## config.mk

```make
export PLATFORM = sky130hd
export DESIGN_NAME = scq_top
export DESIGN_NICKNAME = d
export VERILOG_FILES = /design/src/verilog/scq_pkg.sv /design/src/verilog/scq_port_qual.sv /design/src/verilog/scq_analog_trig.sv /design/src/verilog/scq_top.sv
export SDC_FILE = /design/constraint.sdc
export NUM_CORES = 1
export LEC_CHECK = 0
export ABC_AREA = 0
export BUFFER_PORTS_ARGS = -buffer_cell sky130_fd_sc_hd__buf_2
export CAP_MARGIN = 30
export CORE_MARGIN = 5
export CORE_UTILIZATION = 37
export CTS_BUF_LIST = sky130_fd_sc_hd__clkbuf_4
export DETAILED_ROUTE_END_ITERATION = 16
export MAX_ROUTING_LAYER = met4
export PLACE_DENSITY = 0.59
export SLEW_MARGIN = 20
export SYNTH_ARGS = -nofsm -noshare
export SYNTH_HDL_FRONTEND = slang
export SYNTH_SLANG_ARGS = --single-unit
```

## constraint.sdc

```tcl
create_clock -name pclk -period 32.8 [get_ports pclk]
set_input_delay 4.92 -clock pclk [delete_from_list [all_inputs] [get_ports pclk]]
set_output_delay 4.92 -clock pclk [all_outputs]
set_load 0.01 [all_outputs]
```

## src/verilog/scq_pkg.sv

```systemverilog
// Purpose: constants and types of the sequencer trigger qualifier
// Assumes: one 250 MHz clock, registers over APB, byte offsets
// Notes:   all registers reset to zero except status, which reads not ready
// Operation
// - software picks the strobe from port bits 16 to 31
// - strobe edge is none, rising, falling or either
// - software picks the valid qualifier from port bits 16 to 31
// - qualifier polarity is none, low, high or either level
// - gating passes port and analog triggers only while trigger input 3 or 4 allows
// - analog trigger re-arms after moving hysteresis away; zero disables
// - hysteresis is absolute or percent of full scale, above 100 allowed
// - analog edge can be rising, falling or either
// - sticky flag shows an auxiliary trigger was detected
// - sticky flag shows triggers came from the parallel port
// - sequencer reports idle, running, waiting or not ready
// - counter shows current instruction position while running
// - cache holds 1024 instructions; size reported as a fraction
// - rerun restarts the program after each completion
// - command table upload state per core: none, done or error
// - one program line is one instruction, one counter step
// - analog trigger offers a level mode firing while beyond level
// - software force injects a trigger at once
package scq_pkg;
  localparam int         SCQ_AW          = 8;
  // ---------------------------------------------------------------
  // register offsets
  // ---------------------------------------------------------------
  localparam logic [7:0] SCQ_OFS_CTRL    = 8'h00;
  localparam logic [7:0] SCQ_OFS_PORT    = 8'h04;
  localparam logic [7:0] SCQ_OFS_ATRIG   = 8'h08;
  localparam logic [7:0] SCQ_OFS_LEVEL   = 8'h0C;
  localparam logic [7:0] SCQ_OFS_HYST    = 8'h10;
  localparam logic [7:0] SCQ_OFS_HPCT    = 8'h14;
  localparam logic [7:0] SCQ_OFS_FSCALE  = 8'h18;
  localparam logic [7:0] SCQ_OFS_LEN     = 8'h1C;
  localparam logic [7:0] SCQ_OFS_STATUS  = 8'h20;
  localparam logic [7:0] SCQ_OFS_COUNT   = 8'h24;
  localparam logic [7:0] SCQ_OFS_CTCLR   = 8'h28;
  // ---------------------------------------------------------------
  // field positions
  // ---------------------------------------------------------------
  localparam int         SCQ_CTRL_START  = 0;
  localparam int         SCQ_CTRL_RERUN  = 1;
  localparam int         SCQ_CTRL_GATE   = 2;
  localparam int         SCQ_CTRL_GSEL   = 3;
  localparam int         SCQ_CTRL_FORCE  = 4;
  localparam int         SCQ_CTRL_STOP   = 5;
  localparam int         SCQ_ST_AUX      = 4;
  localparam int         SCQ_ST_PORT     = 5;
  localparam int         SCQ_ST_CT       = 8;
  localparam int         SCQ_CNT_USE     = 16;
  localparam int         SCQ_PORT_BASE   = 16;
  localparam int         SCQ_CACHE_DEPTH = 1024;
  localparam int         SCQ_PCT_FULL    = 100;
  localparam logic [15:0] SCQ_RST_WORD   = 16'h0000;
  // ---------------------------------------------------------------
  // encodings
  // ---------------------------------------------------------------
  localparam logic [1:0] SCQ_EDGE_NONE   = 2'h0; // level for analog
  localparam logic [1:0] SCQ_EDGE_RISE   = 2'h1;
  localparam logic [1:0] SCQ_EDGE_FALL   = 2'h2;
  localparam logic [1:0] SCQ_EDGE_BOTH   = 2'h3;
  localparam logic [1:0] SCQ_POL_NONE    = 2'h0;
  localparam logic [1:0] SCQ_POL_LOW     = 2'h1;
  localparam logic [1:0] SCQ_POL_HIGH    = 2'h2;
  localparam logic [1:0] SCQ_POL_BOTH    = 2'h3;
  localparam logic [1:0] SCQ_CT_NONE     = 2'h0;
  localparam logic [1:0] SCQ_CT_OK       = 2'h1;
  localparam logic [1:0] SCQ_CT_ERR      = 2'h2;
  typedef enum logic [3:0] {
    SCQ_NOTRDY = 4'h1,
    SCQ_IDLE   = 4'h2,
    SCQ_RUN    = 4'h4,
    SCQ_WAIT   = 4'h8
  } scq_seq_t;
endpackage : scq_pkg

```

## src/verilog/scq_port_qual.sv

```systemverilog
`timescale 1ns/1ps
// Purpose: strobe and valid qualification on the parallel port
// Assumes: port bits synchronous to pclk
// Notes:   one cycle from sample to event
module scq_port_qual (
  input  wire logic        pclk,      // device clock
  input  wire logic        presetn,   // async reset, low
  input  wire logic [31:0] port_in,   // parallel digital port
  input  wire logic [3:0]  stb_idx,   // strobe bit minus 16
  input  wire logic [1:0]  stb_slope, // strobe edge select
  input  wire logic [3:0]  vld_idx,   // valid bit minus 16
  input  wire logic [1:0]  vld_pol,   // valid polarity
  output logic             port_evt   // qualified strobe pulse
);
  import scq_pkg::*;
  typedef struct packed {
    logic stb;
    logic prev;
    logic vld;
    logic evt;
  } scq_pq_t;
  scq_pq_t s, n;

  function automatic logic pick(input logic [31:0] p, input logic [3:0] i);
    pick = p[SCQ_PORT_BASE + int'(i)];
  endfunction : pick

  // sample, compare against previous sample, qualify
  always_comb begin
    logic rise;
    logic fall;
    logic ok;
    rise   = s.stb & ~s.prev;
    fall   = ~s.stb & s.prev;
    ok     = 1'b1;
    n      = s;
    n.stb  = pick(port_in, stb_idx);
    n.vld  = pick(port_in, vld_idx);
    n.prev = s.stb;
    unique case (vld_pol)
      SCQ_POL_LOW:  ok = ~s.vld;
      SCQ_POL_HIGH: ok = s.vld;
      default:      ok = 1'b1;
    endcase
    unique case (stb_slope)
      SCQ_EDGE_RISE: n.evt = rise & ok;
      SCQ_EDGE_FALL: n.evt = fall & ok;
      SCQ_EDGE_BOTH: n.evt = (rise | fall) & ok;
      default:       n.evt = 1'b0;
    endcase
  end

  always_ff @(posedge pclk or negedge presetn) begin
    if (!presetn) begin
      s <= '0;
    end else begin
      s <= n;
    end
  end

  assign port_evt = s.evt;
endmodule : scq_port_qual

```

## src/verilog/scq_analog_trig.sv

```systemverilog
`timescale 1ns/1ps
// Purpose: analog level trigger with edge select and hysteresis
// Assumes: sample is signed, synchronous to pclk
// Notes:   relative hysteresis is percent of full-scale codes
module scq_analog_trig (
  input  wire logic        pclk,    // device clock
  input  wire logic        presetn, // async reset, low
  input  wire logic [15:0] sample,  // signed input sample
  input  wire logic [15:0] level,   // signed trigger level
  input  wire logic [15:0] hyst,    // absolute hysteresis, codes
  input  wire logic [15:0] hpct,    // relative hysteresis, percent
  input  wire logic [15:0] fscale,  // full scale, codes
  input  wire logic [1:0]  slope,   // level, rise, fall, both
  input  wire logic        rel,     // relative mode
  output logic             fire     // trigger pulse
);
  import scq_pkg::*;
  typedef struct packed {
    logic [15:0] prev;
    logic        armed;
    logic        fire;
  } scq_at_t;
  scq_at_t s, n;

  // percent of full scale, clamped; values above 100 allowed
  function automatic logic [16:0] rel_h(input logic [15:0] f, input logic [15:0] p);
    logic [31:0] q;
    q = (32'(f) * 32'(p)) / 32'(SCQ_PCT_FULL);
    rel_h = (q > 32'h0001FFFF) ? 17'h1FFFF : q[16:0];
  endfunction : rel_h

  always_comb begin
    logic signed [18:0] x, p, lv, h;
    logic [16:0] he;
    logic hit, re;
    he  = rel ? rel_h(fscale, hpct) : {1'b0, hyst};
    x   = 19'(signed'(sample));
    p   = 19'(signed'(s.prev));
    lv  = 19'(signed'(level));
    h   = signed'({2'h0, he});
    hit = 1'b0;
    re  = 1'b0;
    unique case (slope)
      SCQ_EDGE_RISE: begin
        hit = (p < lv) && (x >= lv);
        re  = x <= lv - h;
      end
      SCQ_EDGE_FALL: begin
        hit = (p >= lv) && (x < lv);
        re  = x >= lv + h;
      end
      SCQ_EDGE_BOTH: begin
        hit = (p < lv) != (x < lv);
        re  = (x <= lv - h) || (x >= lv + h);
      end
      default: hit = x >= lv;
    endcase
    n      = s;
    n.prev = sample;
    n.fire = (slope == SCQ_EDGE_NONE) ? hit : hit & s.armed;
    if (he == 17'h0) begin
      n.armed = 1'b1;
    end else if (n.fire && slope != SCQ_EDGE_NONE) begin
      n.armed = 1'b0;
    end else begin
      n.armed = s.armed | re;
    end
  end

  always_ff @(posedge pclk or negedge presetn) begin
    if (!presetn) begin
      s       <= '0;
      s.armed <= 1'b1;
    end else begin
      s <= n;
    end
  end

  assign fire = s.fire;
endmodule : scq_analog_trig

```

## src/verilog/scq_top.sv

```systemverilog
`timescale 1ns/1ps
// Purpose: trigger qualification and sequencer status, APB slave
// Assumes: one clock, port and trigger inputs synchronous to pclk
// Notes:   APB answers without wait states on every access
module scq_top #(
  parameter int NC = 1 // sequencer cores
) (
  input  wire logic                      pclk,       // device clock
  input  wire logic                      presetn,    // async reset, low
  input  wire logic [scq_pkg::SCQ_AW-1:0] paddr,     // APB address
  input  wire logic                      psel,       // APB select
  input  wire logic                      penable,    // APB enable
  input  wire logic                      pwrite,     // APB direction
  input  wire logic [31:0]               pwdata,     // APB write data
  output logic      [31:0]               prdata,     // APB read data
  output logic                           pready,     // APB ready
  output logic                           pslverr,    // APB error
  input  wire logic [31:0]               port_in,    // parallel digital port
  input  wire logic                      trig_in3,   // gating input 3
  input  wire logic                      trig_in4,   // gating input 4
  input  wire logic [15:0]               ana_sample, // analog trigger source
  input  wire logic                      instr_wait, // current instr waits
  input  wire logic [NC-1:0]             ct_ok,      // table upload done
  input  wire logic [NC-1:0]             ct_err,     // table upload failed
  output logic      [3:0]                seq_state,  // one-hot state
  output logic      [9:0]                seq_pc,     // instruction position
  output logic                           seq_trig,   // trigger to sequencer
  output logic                           aux_seen,   // analog trigger seen
  output logic                           port_seen   // port trigger seen
);
  import scq_pkg::*;

  // ---------------------------------------------------------------
  // state
  // ---------------------------------------------------------------
  typedef struct packed {
    scq_seq_t        st;
    logic [9:0]      pc;
    logic [10:0]     len;
    logic            rerun;
    logic            gate_en;
    logic            gate_sel;
    logic            start;
    logic            stop;
    logic            kick;
    logic [3:0]      stb_idx;
    logic [1:0]      stb_slope;
    logic [3:0]      vld_idx;
    logic [1:0]      vld_pol;
    logic [1:0]      a_slope;
    logic            a_rel;
    logic [15:0]     level;
    logic [15:0]     hyst;
    logic [15:0]     hpct;
    logic [15:0]     fscale;
    logic            aux_seen;
    logic            port_seen;
    logic [2*NC-1:0] ct;
    logic            trig;
    logic [31:0]     prdata;
    logic            pready;
    logic            pslverr;
  } scq_top_t;
  scq_top_t s, n;

  logic port_evt;
  logic ana_evt;
  logic gate_ok;
  logic trig_evt;

  // ---------------------------------------------------------------
  // helpers
  // ---------------------------------------------------------------
  function automatic logic mapped(input logic [SCQ_AW-1:0] a);
    mapped = (a == SCQ_OFS_CTRL)   || (a == SCQ_OFS_PORT)   ||
             (a == SCQ_OFS_ATRIG)  || (a == SCQ_OFS_LEVEL)  ||
             (a == SCQ_OFS_HYST)   || (a == SCQ_OFS_HPCT)   ||
             (a == SCQ_OFS_FSCALE) || (a == SCQ_OFS_LEN)    ||
             (a == SCQ_OFS_STATUS) || (a == SCQ_OFS_COUNT)  ||
             (a == SCQ_OFS_CTCLR);
  endfunction : mapped

  // program fits the instruction cache
  function automatic logic len_ok(input logic [10:0] l);
    len_ok = (l != 11'h0) && (int'(l) <= SCQ_CACHE_DEPTH);
  endfunction : len_ok

  // program size as a percentage of cache capacity
  function automatic logic [7:0] usage(input logic [10:0] l);
    logic [31:0] u;
    u = (32'(l) * 32'(SCQ_PCT_FULL)) / 32'(SCQ_CACHE_DEPTH);
    usage = u[7:0];
  endfunction : usage

  // ---------------------------------------------------------------
  // qualifiers
  // ---------------------------------------------------------------
  scq_port_qual u_port (
    .pclk      (pclk),
    .presetn   (presetn),
    .port_in   (port_in),
    .stb_idx   (s.stb_idx),
    .stb_slope (s.stb_slope),
    .vld_idx   (s.vld_idx),
    .vld_pol   (s.vld_pol),
    .port_evt  (port_evt)
  );

  scq_analog_trig u_ana (
    .pclk    (pclk),
    .presetn (presetn),
    .sample  (ana_sample),
    .level   (s.level),
    .hyst    (s.hyst),
    .hpct    (s.hpct),
    .fscale  (s.fscale),
    .slope   (s.a_slope),
    .rel     (s.a_rel),
    .fire    (ana_evt)
  );

  // gating and trigger merge; force bypasses the gate
  assign gate_ok  = ~s.gate_en | (s.gate_sel ? trig_in4 : trig_in3);
  assign trig_evt = ((port_evt | ana_evt) & gate_ok) | s.kick;

  // ---------------------------------------------------------------
  // next state: bus, flags, sequencer
  // ---------------------------------------------------------------
  always_comb begin
    logic        setup;
    logic        wr;
    logic        adv;
    logic        last;
    logic [31:0] rd;
    logic [2*NC-1:0] ct_clr;
    logic        clr_aux;
    logic        clr_port;
    setup    = psel & ~penable;
    wr       = psel & penable & s.pready & pwrite & ~s.pslverr;
    adv      = 1'b0;
    last     = (11'(s.pc) + 11'h1) >= s.len;
    rd       = 32'h0;
    ct_clr   = '0;
    clr_aux  = 1'b0;
    clr_port = 1'b0;
    n         = s;
    n.pready  = 1'b0;
    n.pslverr = 1'b0;
    n.start   = 1'b0;
    n.stop    = 1'b0;
    n.kick    = 1'b0;
    n.trig    = trig_evt;
    // read data prepared in the setup cycle
    case (paddr)
      SCQ_OFS_CTRL: begin
        rd[SCQ_CTRL_RERUN] = s.rerun;
        rd[SCQ_CTRL_GATE]  = s.gate_en;
        rd[SCQ_CTRL_GSEL]  = s.gate_sel;
      end
      SCQ_OFS_PORT:   rd = {20'h0, s.vld_pol, s.vld_idx, s.stb_slope, s.stb_idx};
      SCQ_OFS_ATRIG:  rd = {29'h0, s.a_rel, s.a_slope};
      SCQ_OFS_LEVEL:  rd = {16'h0, s.level};
      SCQ_OFS_HYST:   rd = {16'h0, s.hyst};
      SCQ_OFS_HPCT:   rd = {16'h0, s.hpct};
      SCQ_OFS_FSCALE: rd = {16'h0, s.fscale};
      SCQ_OFS_LEN:    rd = {21'h0, s.len};
      SCQ_OFS_STATUS: begin
        rd[3:0]                  = s.st;
        rd[SCQ_ST_AUX]           = s.aux_seen;
        rd[SCQ_ST_PORT]          = s.port_seen;
        rd[SCQ_ST_CT +: 2*NC]    = s.ct;
      end
      SCQ_OFS_COUNT: begin
        rd[9:0]              = s.pc;
        rd[SCQ_CNT_USE +: 8] = usage(s.len);
      end
      default: rd = 32'h0;
    endcase
    if (setup) begin
      n.pready  = 1'b1;
      n.pslverr = ~mapped(paddr);
      n.prdata  = pwrite ? 32'h0 : rd;
    end
    // writes take effect at the completing edge
    if (wr) begin
      case (paddr)
        SCQ_OFS_CTRL: begin
          n.start    = pwdata[SCQ_CTRL_START];
          n.rerun    = pwdata[SCQ_CTRL_RERUN];
          n.gate_en  = pwdata[SCQ_CTRL_GATE];
          n.gate_sel = pwdata[SCQ_CTRL_GSEL];
          n.kick     = pwdata[SCQ_CTRL_FORCE];
          n.stop     = pwdata[SCQ_CTRL_STOP];
        end
        SCQ_OFS_PORT: begin
          n.stb_idx   = pwdata[3:0];
          n.stb_slope = pwdata[5:4];
          n.vld_idx   = pwdata[9:6];
          n.vld_pol   = pwdata[11:10];
        end
        SCQ_OFS_ATRIG: begin
          n.a_slope = pwdata[1:0];
          n.a_rel   = pwdata[2];
        end
        SCQ_OFS_LEVEL:  n.level  = pwdata[15:0];
        SCQ_OFS_HYST:   n.hyst   = pwdata[15:0];
        SCQ_OFS_HPCT:   n.hpct   = pwdata[15:0];
        SCQ_OFS_FSCALE: n.fscale = pwdata[15:0];
        SCQ_OFS_STATUS: begin
          clr_aux  = pwdata[SCQ_ST_AUX];
          clr_port = pwdata[SCQ_ST_PORT];
        end
        SCQ_OFS_CTCLR: begin
          for (int c = 0; c < NC; c++) begin
            ct_clr[2*c +: 2] = {2{pwdata[c]}};
          end
        end
        default: n.level = s.level;
      endcase
    end
    // sticky flags, a new event wins over a clear
    n.aux_seen  = (s.aux_seen & ~clr_aux) | ana_evt;
    n.port_seen = (s.port_seen & ~clr_port) | (port_evt & gate_ok);
    for (int c = 0; c < NC; c++) begin
      if (ct_err[c]) begin
        n.ct[2*c +: 2] = SCQ_CT_ERR;
      end else if (ct_ok[c]) begin
        n.ct[2*c +: 2] = SCQ_CT_OK;
      end else begin
        n.ct[2*c +: 2] = s.ct[2*c +: 2] & ~ct_clr[2*c +: 2];
      end
    end
    // sequencer walk, one instruction per step
    unique case (s.st)
      SCQ_NOTRDY: begin
        if (len_ok(s.len)) begin
          n.st = SCQ_IDLE;
        end
      end
      SCQ_IDLE: begin
        if (s.start) begin
          n.st = SCQ_RUN;
          n.pc = 10'h0;
        end
      end
      SCQ_RUN: begin
        if (instr_wait) begin
          n.st = SCQ_WAIT;
        end else begin
          adv = 1'b1;
        end
      end
      SCQ_WAIT: begin
        adv = trig_evt;
      end
      default: n.st = SCQ_NOTRDY;
    endcase
    if (adv) begin
      if (last && s.rerun) begin
        n.st = SCQ_RUN;
        n.pc = 10'h0;
      end else if (last) begin
        n.st = SCQ_IDLE;
      end else begin
        n.st = SCQ_RUN;
        n.pc = s.pc + 10'h1;
      end
    end
    if (s.stop && (s.st == SCQ_RUN || s.st == SCQ_WAIT)) begin
      n.st = SCQ_IDLE;
    end
    // a new program length forces a reload check
    if (wr && paddr == SCQ_OFS_LEN) begin
      n.len = pwdata[10:0];
      n.st  = SCQ_NOTRDY;
      n.pc  = 10'h0;
    end
  end

  // ---------------------------------------------------------------
  // registers
  // ---------------------------------------------------------------
  always_ff @(posedge pclk or negedge presetn) begin
    if (!presetn) begin
      s    <= '0;
      s.st <= SCQ_NOTRDY;
    end else begin
      s <= n;
    end
  end

  // outputs straight from the state flops
  assign prdata    = s.prdata;
  assign pready    = s.pready;
  assign pslverr   = s.pslverr;
  assign seq_state = s.st;
  assign seq_pc    = s.pc;
  assign seq_trig  = s.trig;
  assign aux_seen  = s.aux_seen;
  assign port_seen = s.port_seen;
endmodule : scq_top

```

==> run metrics, run 1 <==
number of max-cap violations 0; Vias/cell around 5.8; Reg area about 0.0041 sq mm; Final Hold Viols 0; first-pass GRT wire length ~130000 um; Initial Util between 30% and 40%; register bit total from synthesis between 150 and 200; largest cells by area after synthesis dfrtp_1 15%, fa_1 15%, ha_1 12%; # rows 98; Worst-Skew Late Latency approximately 0.57 ns; share of layout cells above drive strength 1 between 10 and 15%; cell count after synthesis just over 3000; Die Y between 200 and 300 um; number of placed instances, taps included roughly 4000; post-route insts no fill 4034; Hold/Removal Path Class reg -> reg; main flop type after synthesis dfrtp_1; DR WL met3 ~4000 um; DR iter-0 viols approximately 1700; Power Total 405 uW; Max clock buf depth 2; Initial DRT Pass Iterations 6; Syn Std Cell Area between 0.02 and 0.03 sq mm; fin crit share 92.3%; Critical Path Sink Type register; initial antenna violation count 1; area of the die between 0.07 and 0.08 sq mm; number of flops mapped to enable cells by yosys 0; min Tclk post-route roughly 30 ns; leading area contributor after synthesis dfrtp_1; achievable clock frequency about 0.033 GHz; count leader, synth inv_1; sequential share of the synthesized area between 15 and 20%; total number of vias ~23000; final setup fails 0; vias in the first global route between 20000 and 25000; Layout area overhead 5.34%; WP data required ~33 ns; Port Buffers approximately 110; gr usage total 20.0%; critical path type reg -> reg; crit-path max FO 18; RSZ-0062 raised after global routing false; Yosys cell types 137; Top Layer Used met4; hold_buf cts 0; die width around 280 um; WP data arrival between 30 and 40 ns; most used cell along the critical path a21oi_1; clock skew between 0.02 and 0.025 ns; DRC violations left 0; ANT nets after route 0; Multi-input gate area a little over 0.02 sq mm; nets around 3600; GP Congestion between 0.9 and 1; Slew Limit Fails 0; Final HPWL DP around 60000 um; CP max-delay cell dfrtp_1; Worst Tran Pin Value 1.16 ns; largest net degree at the start of global routing between 90 and 100; WL met1 between 30000 and 40000 um; slew margin rel. between 20% and 30%; total grt overflow 0; total clock sinks approximately 160; routed wire length ~78000 um; CP Launch Type register; Max IR drop VDD ~0.015 mV; Root Buffer clkbuf_4; filler cell count around 7400; wire length on met2 between 30000 and 40000 um; mean area per synthesized cell ~8.7 sq um; Core Area between 0.07 and 0.08 sq mm; CTS tree built; status finished clean; Yosys warning total 0; ys async rst share 100%; # H-tree levels 4; Leak Pwr roughly 13 nW; clock slew at reported path FFs ~0.16 ns; drt wl/cell 19.2 um; area share of the leading cell type in the synthesized netlist 15.0%; Post-synth top cells 314 x inv_1, 278 x nand2_1, 266 x ha_1; number of I/O pins approximately 150; CP max stage delay about 0.94 ns; power density over the cells between 10 and 15 mW/mm^2; cts bufs inserted 17; setup TNS 0 ns
[repair_timing]
item	CTS	global route
setup buffers	0	0
setup endpoints to repair	0	1
gates resized for setup	0	2
[kinds of logic (layout without fill, tap and decap cells)]
kind of cell               after synthesis  after routing  share of synthesized area, %
buffers and inverters                  481            481                          7.66
muxes                                  123            123                          5.56
and+or+nand+nor                        918            918                          17.5
DFF                                    163            163                          15.2
other                                    1              9                        0.0140
adders and majority gates              469            469                          27.5
xor gates and xnor gates               127            127                          4.39
AOI/OAI and AO/OA                      794            794                          22.2
[sequential cells by signal (all words and copies together), names as in the netlist]
name and cells:
u_port.s 2, seq_trig 1, u_ana.s 17, u_port.port_evt 1
seq_state 4, u_port.n 1, pready 1, s 98
pslverr 1, u_ana.fire 1, port_seen 1, aux_seen 1
prdata 24, seq_pc 10
[through the flow]
| stage | instance area, sq um | util, % | hold WS, ns | worst slack [ns] |
|---|---|---|---|---|
| 4_1_cts | 28200 | 39.4 | 0.443 | 2.67 |
| 3_3_place_gp | 27900 | 38.9 | 0.403 | 2.68 |
| 2_1_floorplan | 26800 | - | 0.380 | 8.19 |
| 3_5_place_dp | 27900 | 38.9 | 0.412 | 2.74 |
| 5_1_grt | 28200 | 39.4 | 0.452 | 0.0132 |
| 6_report | 28200 | 39.4 | 0.443 | 2.51 |
[where the power goes]
| group | internal, mW | total, mW | switching, mW |
|---|---|---|---|
| registers | 0.205 | 0.212 | 0.00712 |
| clock network | 0.0474 | 0.129 | 0.0814 |
| logic | 0.0266 | 0.0637 | 0.0372 |
[critical path: cells and delay by family (launching register included)]
kind	cells	cell delay, ns
AND/OR/NAND/NOR	19	5.12
AO/OA/AOI/OAI	59	16.18
multiplexers	3	1.46
buffers and inverters	3	0.18
XOR/XNOR	5	1.95
flip-flops	1	0.94
adder cells (fa/ha/maj)	10	4.37
[per-layer routing]
layer / up-vias / global-route usage, %
met5: - / -
met4: 0 / 4.70
met3: 107 / 1.84
met2: 693 / 32.3
met1: 11500 / 27.4
li1: 10900 / -
[placed cells by master, fill, tap and decap left out, drive strengths merged, types with 51 or more instances in the layout]
| master | count |
|---|---|
| nand2 | 280 |
| mux2 | 98 |
| nor2 | 158 |
| inv | 320 |
| a21oi | 155 |
| xnor2 | 97 |
| a22oi | 51 |
| nand3 | 54 |
| buf | 134 |
| nor3 | 64 |
| ha | 266 |
| fa | 201 |
| o21ai | 125 |
| and2 | 156 |
| dfrtp | 161 |
[final timing paths]
path / slack, ns / start / depth (start not counted) / to
max: 2.51 / s[45] / 99 / u_ana.s[1]
min: 0.44 / u_port.n[2] / 0 / u_port.s[2]
max reg2reg: 2.51 / s[45] / 99 / u_ana.s[1]
min reg2reg: 0.44 / u_port.n[2] / 0 / u_port.s[2]
max in group asynchronous: 27.21 / presetn / 3 / s[93]
min in group asynchronous: 4.39 / presetn / 1 / prdata[17]
[cell type report]
cell class                 count  share of cell area, %
multi-input combinational   2439                   73.4
sequential                   163                   14.5
tap                          950                   4.21
inverter                     314                   4.17
timing repair buffer         135                   2.72
clock inverter                15                  0.607
clock buffer                  17                  0.452
antenna                        1                0.00886
(Power assumes the default switching activity.)
==> run 2: changes to the inputs <==
--- a/config.mk
+++ b/config.mk
@@ -5,15 +5,17 @@
 export SDC_FILE = /design/constraint.sdc
 export NUM_CORES = 1
 export LEC_CHECK = 0
-export ABC_AREA = 0
+export ABC_AREA = 1
 export BUFFER_PORTS_ARGS = -buffer_cell sky130_fd_sc_hd__buf_2
 export CAP_MARGIN = 30
 export CORE_MARGIN = 5
 export CORE_UTILIZATION = 37
 export CTS_BUF_LIST = sky130_fd_sc_hd__clkbuf_4
 export DETAILED_ROUTE_END_ITERATION = 16
+export GPL_TIMING_DRIVEN = 0
 export MAX_ROUTING_LAYER = met4
 export PLACE_DENSITY = 0.59
+export SETUP_SLACK_MARGIN = 0.05
 export SLEW_MARGIN = 20
 export SYNTH_ARGS = -nofsm -noshare
 export SYNTH_HDL_FRONTEND = slang
==> run 2 against run 1 <==
Effect of this change:
- sequential cell count stayed put
- highest routed layer unchanged
- global-route usage increased by 0.64 points
- clock skew is 0.0018 ns higher
- utilization increased by 1.1 points
==> run metrics, run 2 <==
status finished clean; crit-path max FO 10 (-8); min Tclk post-route 24.41 ns (-5.87 ns); fin worst setup slack 8.39 ns (+5.87 ns); Slew Limit Fails 0 (unchanged); number of max-cap violations 0 (unchanged); Vias/cell 4.96 (-14%); Worst-Skew Late Latency 0.58 ns (about the same); DR iter-0 viols 1906 (+11%); DP Worst Slack 8.51 ns (+5.76 ns); final setup fails 0 (unchanged); Max IR drop VDD 0.0219 mV (+47%); total number of vias 23500 (+1.3%); Post-synth top cells 960 x nand2_1, 712 x inv_1, 266 x ha_1; routed wire length 75400 um (-2.8%); setup TNS 0 ns (unchanged); largest cells by area after synthesis dfrtp_1 16%, fa_1 16%, nand2_1 14%; die width 274 um (-1.9%); initial antenna violation count 1 (unchanged); total grt overflow 0 (unchanged); post-route insts no fill 4743 (+18%); leading area contributor after synthesis dfrtp_1; Worst Tran Pin Value 0.908 ns (-0.253 ns); Critical Path Sink Type register; most common cell after layout, fill and taps aside nand2_1; slew margin rel. 39.2% (+17 points); cell count after synthesis 3662 (+19%); fin crit share 74.4% (-18 points); DR WL met3 4090 um (+5.2%); CP max-delay cell clkbuf_1; delay-heaviest family, CP simple AND/OR/NAND/NOR gates; vias in the first global route 22500 (+0.40%); Hold/Removal Path Class reg -> reg; drt wl/cell 15.9 um (-17%); ys async rst share 100% (unchanged); WP data arrival 24.93 ns (-5.86 ns); Core Area 0.0688 sq mm (-3.9%); Root Buffer clkbuf_4; wire length on met2 35300 um (-3.2%); cts bufs inserted 17 (unchanged); Max clock buf depth 2 (unchanged); Layout area overhead 8.18%; Final HPWL DP 62600 um (+2.6%); Initial Util 37.4% (about the same); Yosys warning total 0 (unchanged); # H-tree levels 4 (unchanged); area of the die 0.0750 sq mm (-3.7%); main flop type after synthesis dfrtp_1; filler cell count 7367 (-0.12%); sequential share of the synthesized area 15.8% (+0.61 points); DRC violations left 0 (unchanged); Leak Pwr 16.2 nW (+23%); Largest Register s; mean area per synthesized cell 7.04 sq um (-19%); post-cts sizing count 0 (unchanged); ANT nets after route 0 (unchanged); Final Hold Viols 0 (unchanged); max reg flops 98 (unchanged); nets 4363 (+20%); most frequent cells in the layout 960 x nand2_1, 712 x inv_1, 266 x ha_1, 201 x fa_1, 179 x nand3_1; # rows 96 (-2.0%); count leader, synth nand2_1; Die Y 274 um (-1.9%); WL met1 34500 um (-2.6%); number of I/O pins 149 (unchanged); total clock sinks 163 (unchanged); most used cell along the critical path nand2_2; area share of the leading cell type in the synthesized netlist 15.6% (+0.60 points); Top Layer Used met4; Port Buffers 108 (unchanged); setup repair bufs after CTS 0 (unchanged); critical path type reg -> reg; share of layout cells above drive strength 1 11.5% (-0.92 points); Hold Slack 0.476 ns (+0.0332 ns); Yosys cell types 66 (-52%); hold_buf cts 0 (unchanged); CP Launch Type register; clock slew at reported path FFs 0.16 ns (about the same); register bit total from synthesis 163 (unchanged); Syn Std Cell Area 0.0258 sq mm (-3.9%); first-pass GRT wire length 122000 um (-2.7%); largest net degree at the start of global routing 91 (-1.1%); number of placed instances, taps included 4710 (+18%); Buf/Inv on CP 14 (+11); CP max stage delay 0.63 ns (-0.31 ns); GP Congestion 0.969 (+5.4%); power density over the cells 16.7 mW/mm^2 (+17%); CTS tree built; clock skew 0.0220 ns (+0.00177 ns); WP data required 33.32 ns (about the same); gr usage total 20.6% (+0.64 points); number of flops mapped to enable cells by yosys 0 (unchanged); achievable clock frequency 0.0410 GHz (+24%); Initial DRT Pass Iterations 5 (-1); RSZ-0062 raised after global routing false
## run 2: cell count changes after synthesis, sizes merged, moves of 51 or more
| cell | delta |
|---|---|
| a22oi | -51 |
| mux2 | -98 |
| nand3 | +151 |
| xnor2 | -83 |
| o21ai | +86 |
| and2 | -154 |
| nand2 | +812 |
| inv | +431 |
## run 2: cell families after synthesis
family                     share of synthesized area (%)
DFF                                                 15.8
xor gates and xnor gates                            2.48
AOI/OAI and AO/OA                                   10.8
adders and majority gates                           28.5
buffers and inverters                               13.8
other                                             0.0146
and+or+nand+nor                                     28.5
## run 2: final timing paths
path	startpoint	endpoint	slack, ns	depth (start not counted)
min	u_port.n[2]	u_port.s[2]	0.48	0
max reg2reg	s[48]	u_ana.s[1]	8.39	176
max in group asynchronous	presetn	u_port.s[2]	27.60	2
max	s[48]	u_ana.s[1]	8.39	176
min in group asynchronous	presetn	prdata[22]	4.29	1
min reg2reg	u_port.n[2]	u_port.s[2]	0.48	0
## run 2: report_power, final
| part | internal, mW | total, mW | switching (mW) |
|---|---|---|---|
| Combinational | 0.0406 | 0.116 | 0.0755 |
| Clock | 0.0556 | 0.140 | 0.0848 |
| Sequential | 0.206 | 0.210 | 0.00427 |
| Total | 0.302 | 0.466 | 0.165 |
## run 2: per-layer routing
metal,vias to the layer above,global-route usage [%]
met5,-,-
met3,88,1.96
met4,0,4.33
met1,11100,28.0
li1,11700,-
met2,641,33.8
## run 2: metrics by stage
step | cell area [sq um] | util (%) | power (mW)
floorplan | 25800 | - | 0.292
global placement | 27500 | 40.0 | 0.327
detailed placement | 27600 | 40.0 | 0.329
CTS | 27900 | 40.5 | 0.467
global route | 27900 | 40.5 | 0.489
finish | 27900 | 40.5 | 0.467
## run 2: cell type report
cell class | instances | area (sq um) | area share, %
multi-input cells | 2608 | 18200 | 65.1
flip-flops and latches | 163 | 4080 | 14.6
inverters | 754 | 2830 | 10.2
well taps | 931 | 1160 | 4.18
plain buffers | 144 | 728 | 2.61
repair buffers | 110 | 586 | 2.10
clock inverters | 15 | 194 | 0.696
clock buffers | 17 | 128 | 0.458
diodes | 1 | 2.50 | 0.00898
## run 2: worst register-to-register path, delay by kind of cell (launching register included)
| kind | cells | cell delay (ns) |
|---|---|---|
| compound gates | 18 | 3.24 |
| fa+ha+maj | 10 | 4.45 |
| buf+inv | 14 | 2.11 |
| flops | 1 | 0.36 |
| simple gates | 134 | 14.13 |
==> run 3: changes to the inputs <==
--- a/config.mk
+++ b/config.mk
@@ -5,7 +5,7 @@
 export SDC_FILE = /design/constraint.sdc
 export NUM_CORES = 1
 export LEC_CHECK = 0
-export ABC_AREA = 1
+export ABC_AREA = 0
 export BUFFER_PORTS_ARGS = -buffer_cell sky130_fd_sc_hd__buf_2
 export CAP_MARGIN = 30
 export CORE_MARGIN = 5
@@ -14,7 +14,7 @@
 export DETAILED_ROUTE_END_ITERATION = 16
 export GPL_TIMING_DRIVEN = 0
 export MAX_ROUTING_LAYER = met4
-export PLACE_DENSITY = 0.59
+export PLACE_DENSITY = 0.61
 export SETUP_SLACK_MARGIN = 0.05
 export SLEW_MARGIN = 20
 export SYNTH_ARGS = -nofsm -noshare
==> constraint.sdc (replaced) <==
create_clock -name pclk -period 20.7 [get_ports pclk]
set_input_delay 3.105 -clock pclk [delete_from_list [all_inputs] [get_ports pclk]]
set_output_delay 3.105 -clock pclk [all_outputs]
set_load 0.01 [all_outputs]
==> run 3 against run 2 <==
Effect of this change:
- global-route usage grew 1.3 points
- clock skew grew 0.011 ns
- wire length grew 14%
- maximum frequency shrank 5.6%
- via count grew 6.0%
- the flow now finishes with violations (setup timing)
- register-to-register slack lost 14 ns
- power grew 44%
==> run metrics, run 3 (synthesis results as in run 1) <==
status finished, violations left; failing checks setup timing; min Tclk post-route 25.86 ns (+1.45 ns); most frequent cells in the layout 312 x inv_1, 271 x nand2_1, 262 x ha_1, 228 x buf_4, 194 x fa_1; first-pass GRT wire length 136000 um (+12%); most common cell after layout, fill and taps aside inv_1; number of placed instances, taps included 4146 (-12%); achievable clock frequency 0.0387 GHz (-5.6%); clock skew 0.0331 ns (+0.0111 ns); Vias/cell 5.71 (+15%); Net Sw Frac 30.7% (-4.6 points); area of the die 0.0779 sq mm (+3.9%); Port Buffers 108 (unchanged); total grt overflow 0 (unchanged); Comb pwr share 18.8% (-6.1 points); Max clock buf depth 2 (unchanged); total clock sinks 163 (unchanged); cts bufs inserted 17 (unchanged); RSZ-0062 raised after global routing true; fin crit share 125% (+50 points); slew margin rel. 30.1% (-9.1 points); # H-tree levels 4 (unchanged); largest net degree at the start of global routing 94 (+3.3%); ANT nets after route 0 (unchanged); critical path type reg -> reg; hold_buf cts 0 (unchanged); Largest Register s; nets 3964 (-9.1%); Critical Path Sink Type register; vias in the first global route 24400 (+8.4%); gr usage total 21.9% (+1.3 points); # rows 98 (+2.1%); P_int 466 uW (+54%); Die Y 279 um (+1.9%); register share of total power 48.9% (+3.9 points); Reg area 0.00411 sq mm (+0.77%); WP data arrival 26.38 ns (+1.45 ns); CTS tree built; die width 279 um (+1.9%); Multi-input gate area 0.0226 sq mm (+25%); Initial DRT Pass Iterations 6 (+1); Buf/Inv on CP 20 (+6); drt wl/cell 19.8 um (+24%); routed wire length 86300 um (+14%); crit-path max FO 10 (unchanged); Worst Tran Pin Value 1.04 ns (+0.133 ns); Root Buffer clkbuf_4; Power Total 673 uW (+44%); final setup fails 1 (+1); clock share of power 32.3% (+2.2 points); DRC violations left 0 (unchanged); Core Area 0.0716 sq mm (+4.0%); max reg flops 98 (unchanged); total number of vias 24900 (+6.0%); Worst-Skew Late Latency 0.60 ns (+0.02 ns); WP data required 21.22 ns (-12.10 ns); Leak Pwr 15.1 nW (-6.4%); Hold Slack 0.450 ns (-0.0259 ns); Slew Limit Fails 0 (unchanged); P_sw 207 uW (+26%); Initial Util 37.4% (about the same); Layout area overhead 22.4%; fin worst setup slack -5.16 ns (-13.55 ns); power density over the cells 20.5 mW/mm^2 (+23%); delay-heaviest family, CP compound AO/OA/AOI/OAI gates; number of max-cap violations 0 (unchanged); Final HPWL DP 66300 um (+5.9%); GP Congestion 0.921 (-4.9%); CP Launch Type register; most used cell along the critical path buf_4; number of I/O pins 149 (unchanged); filler cell count 6954 (-5.6%); Final Hold Viols 0 (unchanged); clock slew at reported path FFs 0.17 ns (about the same); share of layout cells above drive strength 1 27.0% (+16 points); post-route insts no fill 4363 (-8.0%); CP max-delay cell or4_4; Max IR drop VDD 0.0373 mV (+70%); setup TNS -5.16 ns (-5.16 ns); DR iter-0 viols 1838 (-3.6%); Hold/Removal Path Class reg -> reg; initial antenna violation count 2 (+1); CP max stage delay 0.58 ns (-0.05 ns)
[run 3: cell count changes in the layout (fill, tap and decap cells not counted), sizes merged, moves of 34 or more]
cell	before	now
nand2	1092	280
inv	753	321
buf	163	385
and2	2	156
nand3	205	54
mux2	0	98
o21ai	211	125
xnor2	14	97
a22oi	0	51
nor3	27	64
a21oi	121	155
[run 3: area by class of cell]
type                       instances  share of cell area, %
sequential                       163                   12.5
antenna                            1                0.00763
inverter                         314                   3.59
clock inverter                    15                  0.599
tap                              950                   3.62
timing repair buffer             300                   6.43
buffer                           164                   3.82
clock buffer                      17                  0.389
multi-input combinational       2439                   69.0
[run 3: layer usage]
metal  vias up  routed length [um]  global-route usage [%]
met5         -                   0                       -
met4         0                2270                    4.92
met3       154                5140                    2.68
met2       836               41000                    35.7
met1     12300               38000                    29.4
li1      11600                   -                       -
[run 3: power groups by stage]
stage / clock network, mW / logic, mW / registers [mW]
2_1_floorplan: 0 / 0.0721 / 0.333
3_3_place_gp: 0 / 0.113 / 0.335
3_5_place_dp: 0 / 0.116 / 0.335
4_1_cts: 0.221 / 0.124 / 0.329
5_1_grt: 0.232 / 0.141 / 0.329
6_report: 0.218 / 0.127 / 0.329
[run 3: path summary, 6_finish.rpt]
path / startpoint / endpoint / slack, ns / cells past startpoint
hold reg to reg: u_port.n[2] / u_port.s[2] / 0.45 / 0
min in group asynchronous: presetn / prdata[17] / 2.51 / 2
max in group asynchronous: presetn / s[50] / 17.44 / 3
hold / removal: u_port.n[2] / u_port.s[2] / 0.45 / 0
setup reg to reg: s[54] / u_ana.s[1] / -5.16 / 117
setup / recovery: s[54] / u_ana.s[1] / -5.16 / 117
[run 3: stage by stage]
step | util, % | area (sq um) | setup WS [ns]
floorplan | - | 27600 | -2.86
global placement | 41.0 | 29400 | -8.11
detailed placement | 41.2 | 29500 | -8.15
CTS | 44.7 | 32000 | -4.82
global route | 45.8 | 32800 | -6.28
finish | 45.8 | 32800 | -5.16
[run 3: timing repair]
action / 4_1_cts / 5_1_grt
gates resized for setup: 225 / 88
setup buffers: 146 / 39
pin swaps: 111 / 53
endpoints found under the setup margin: 1 / 1
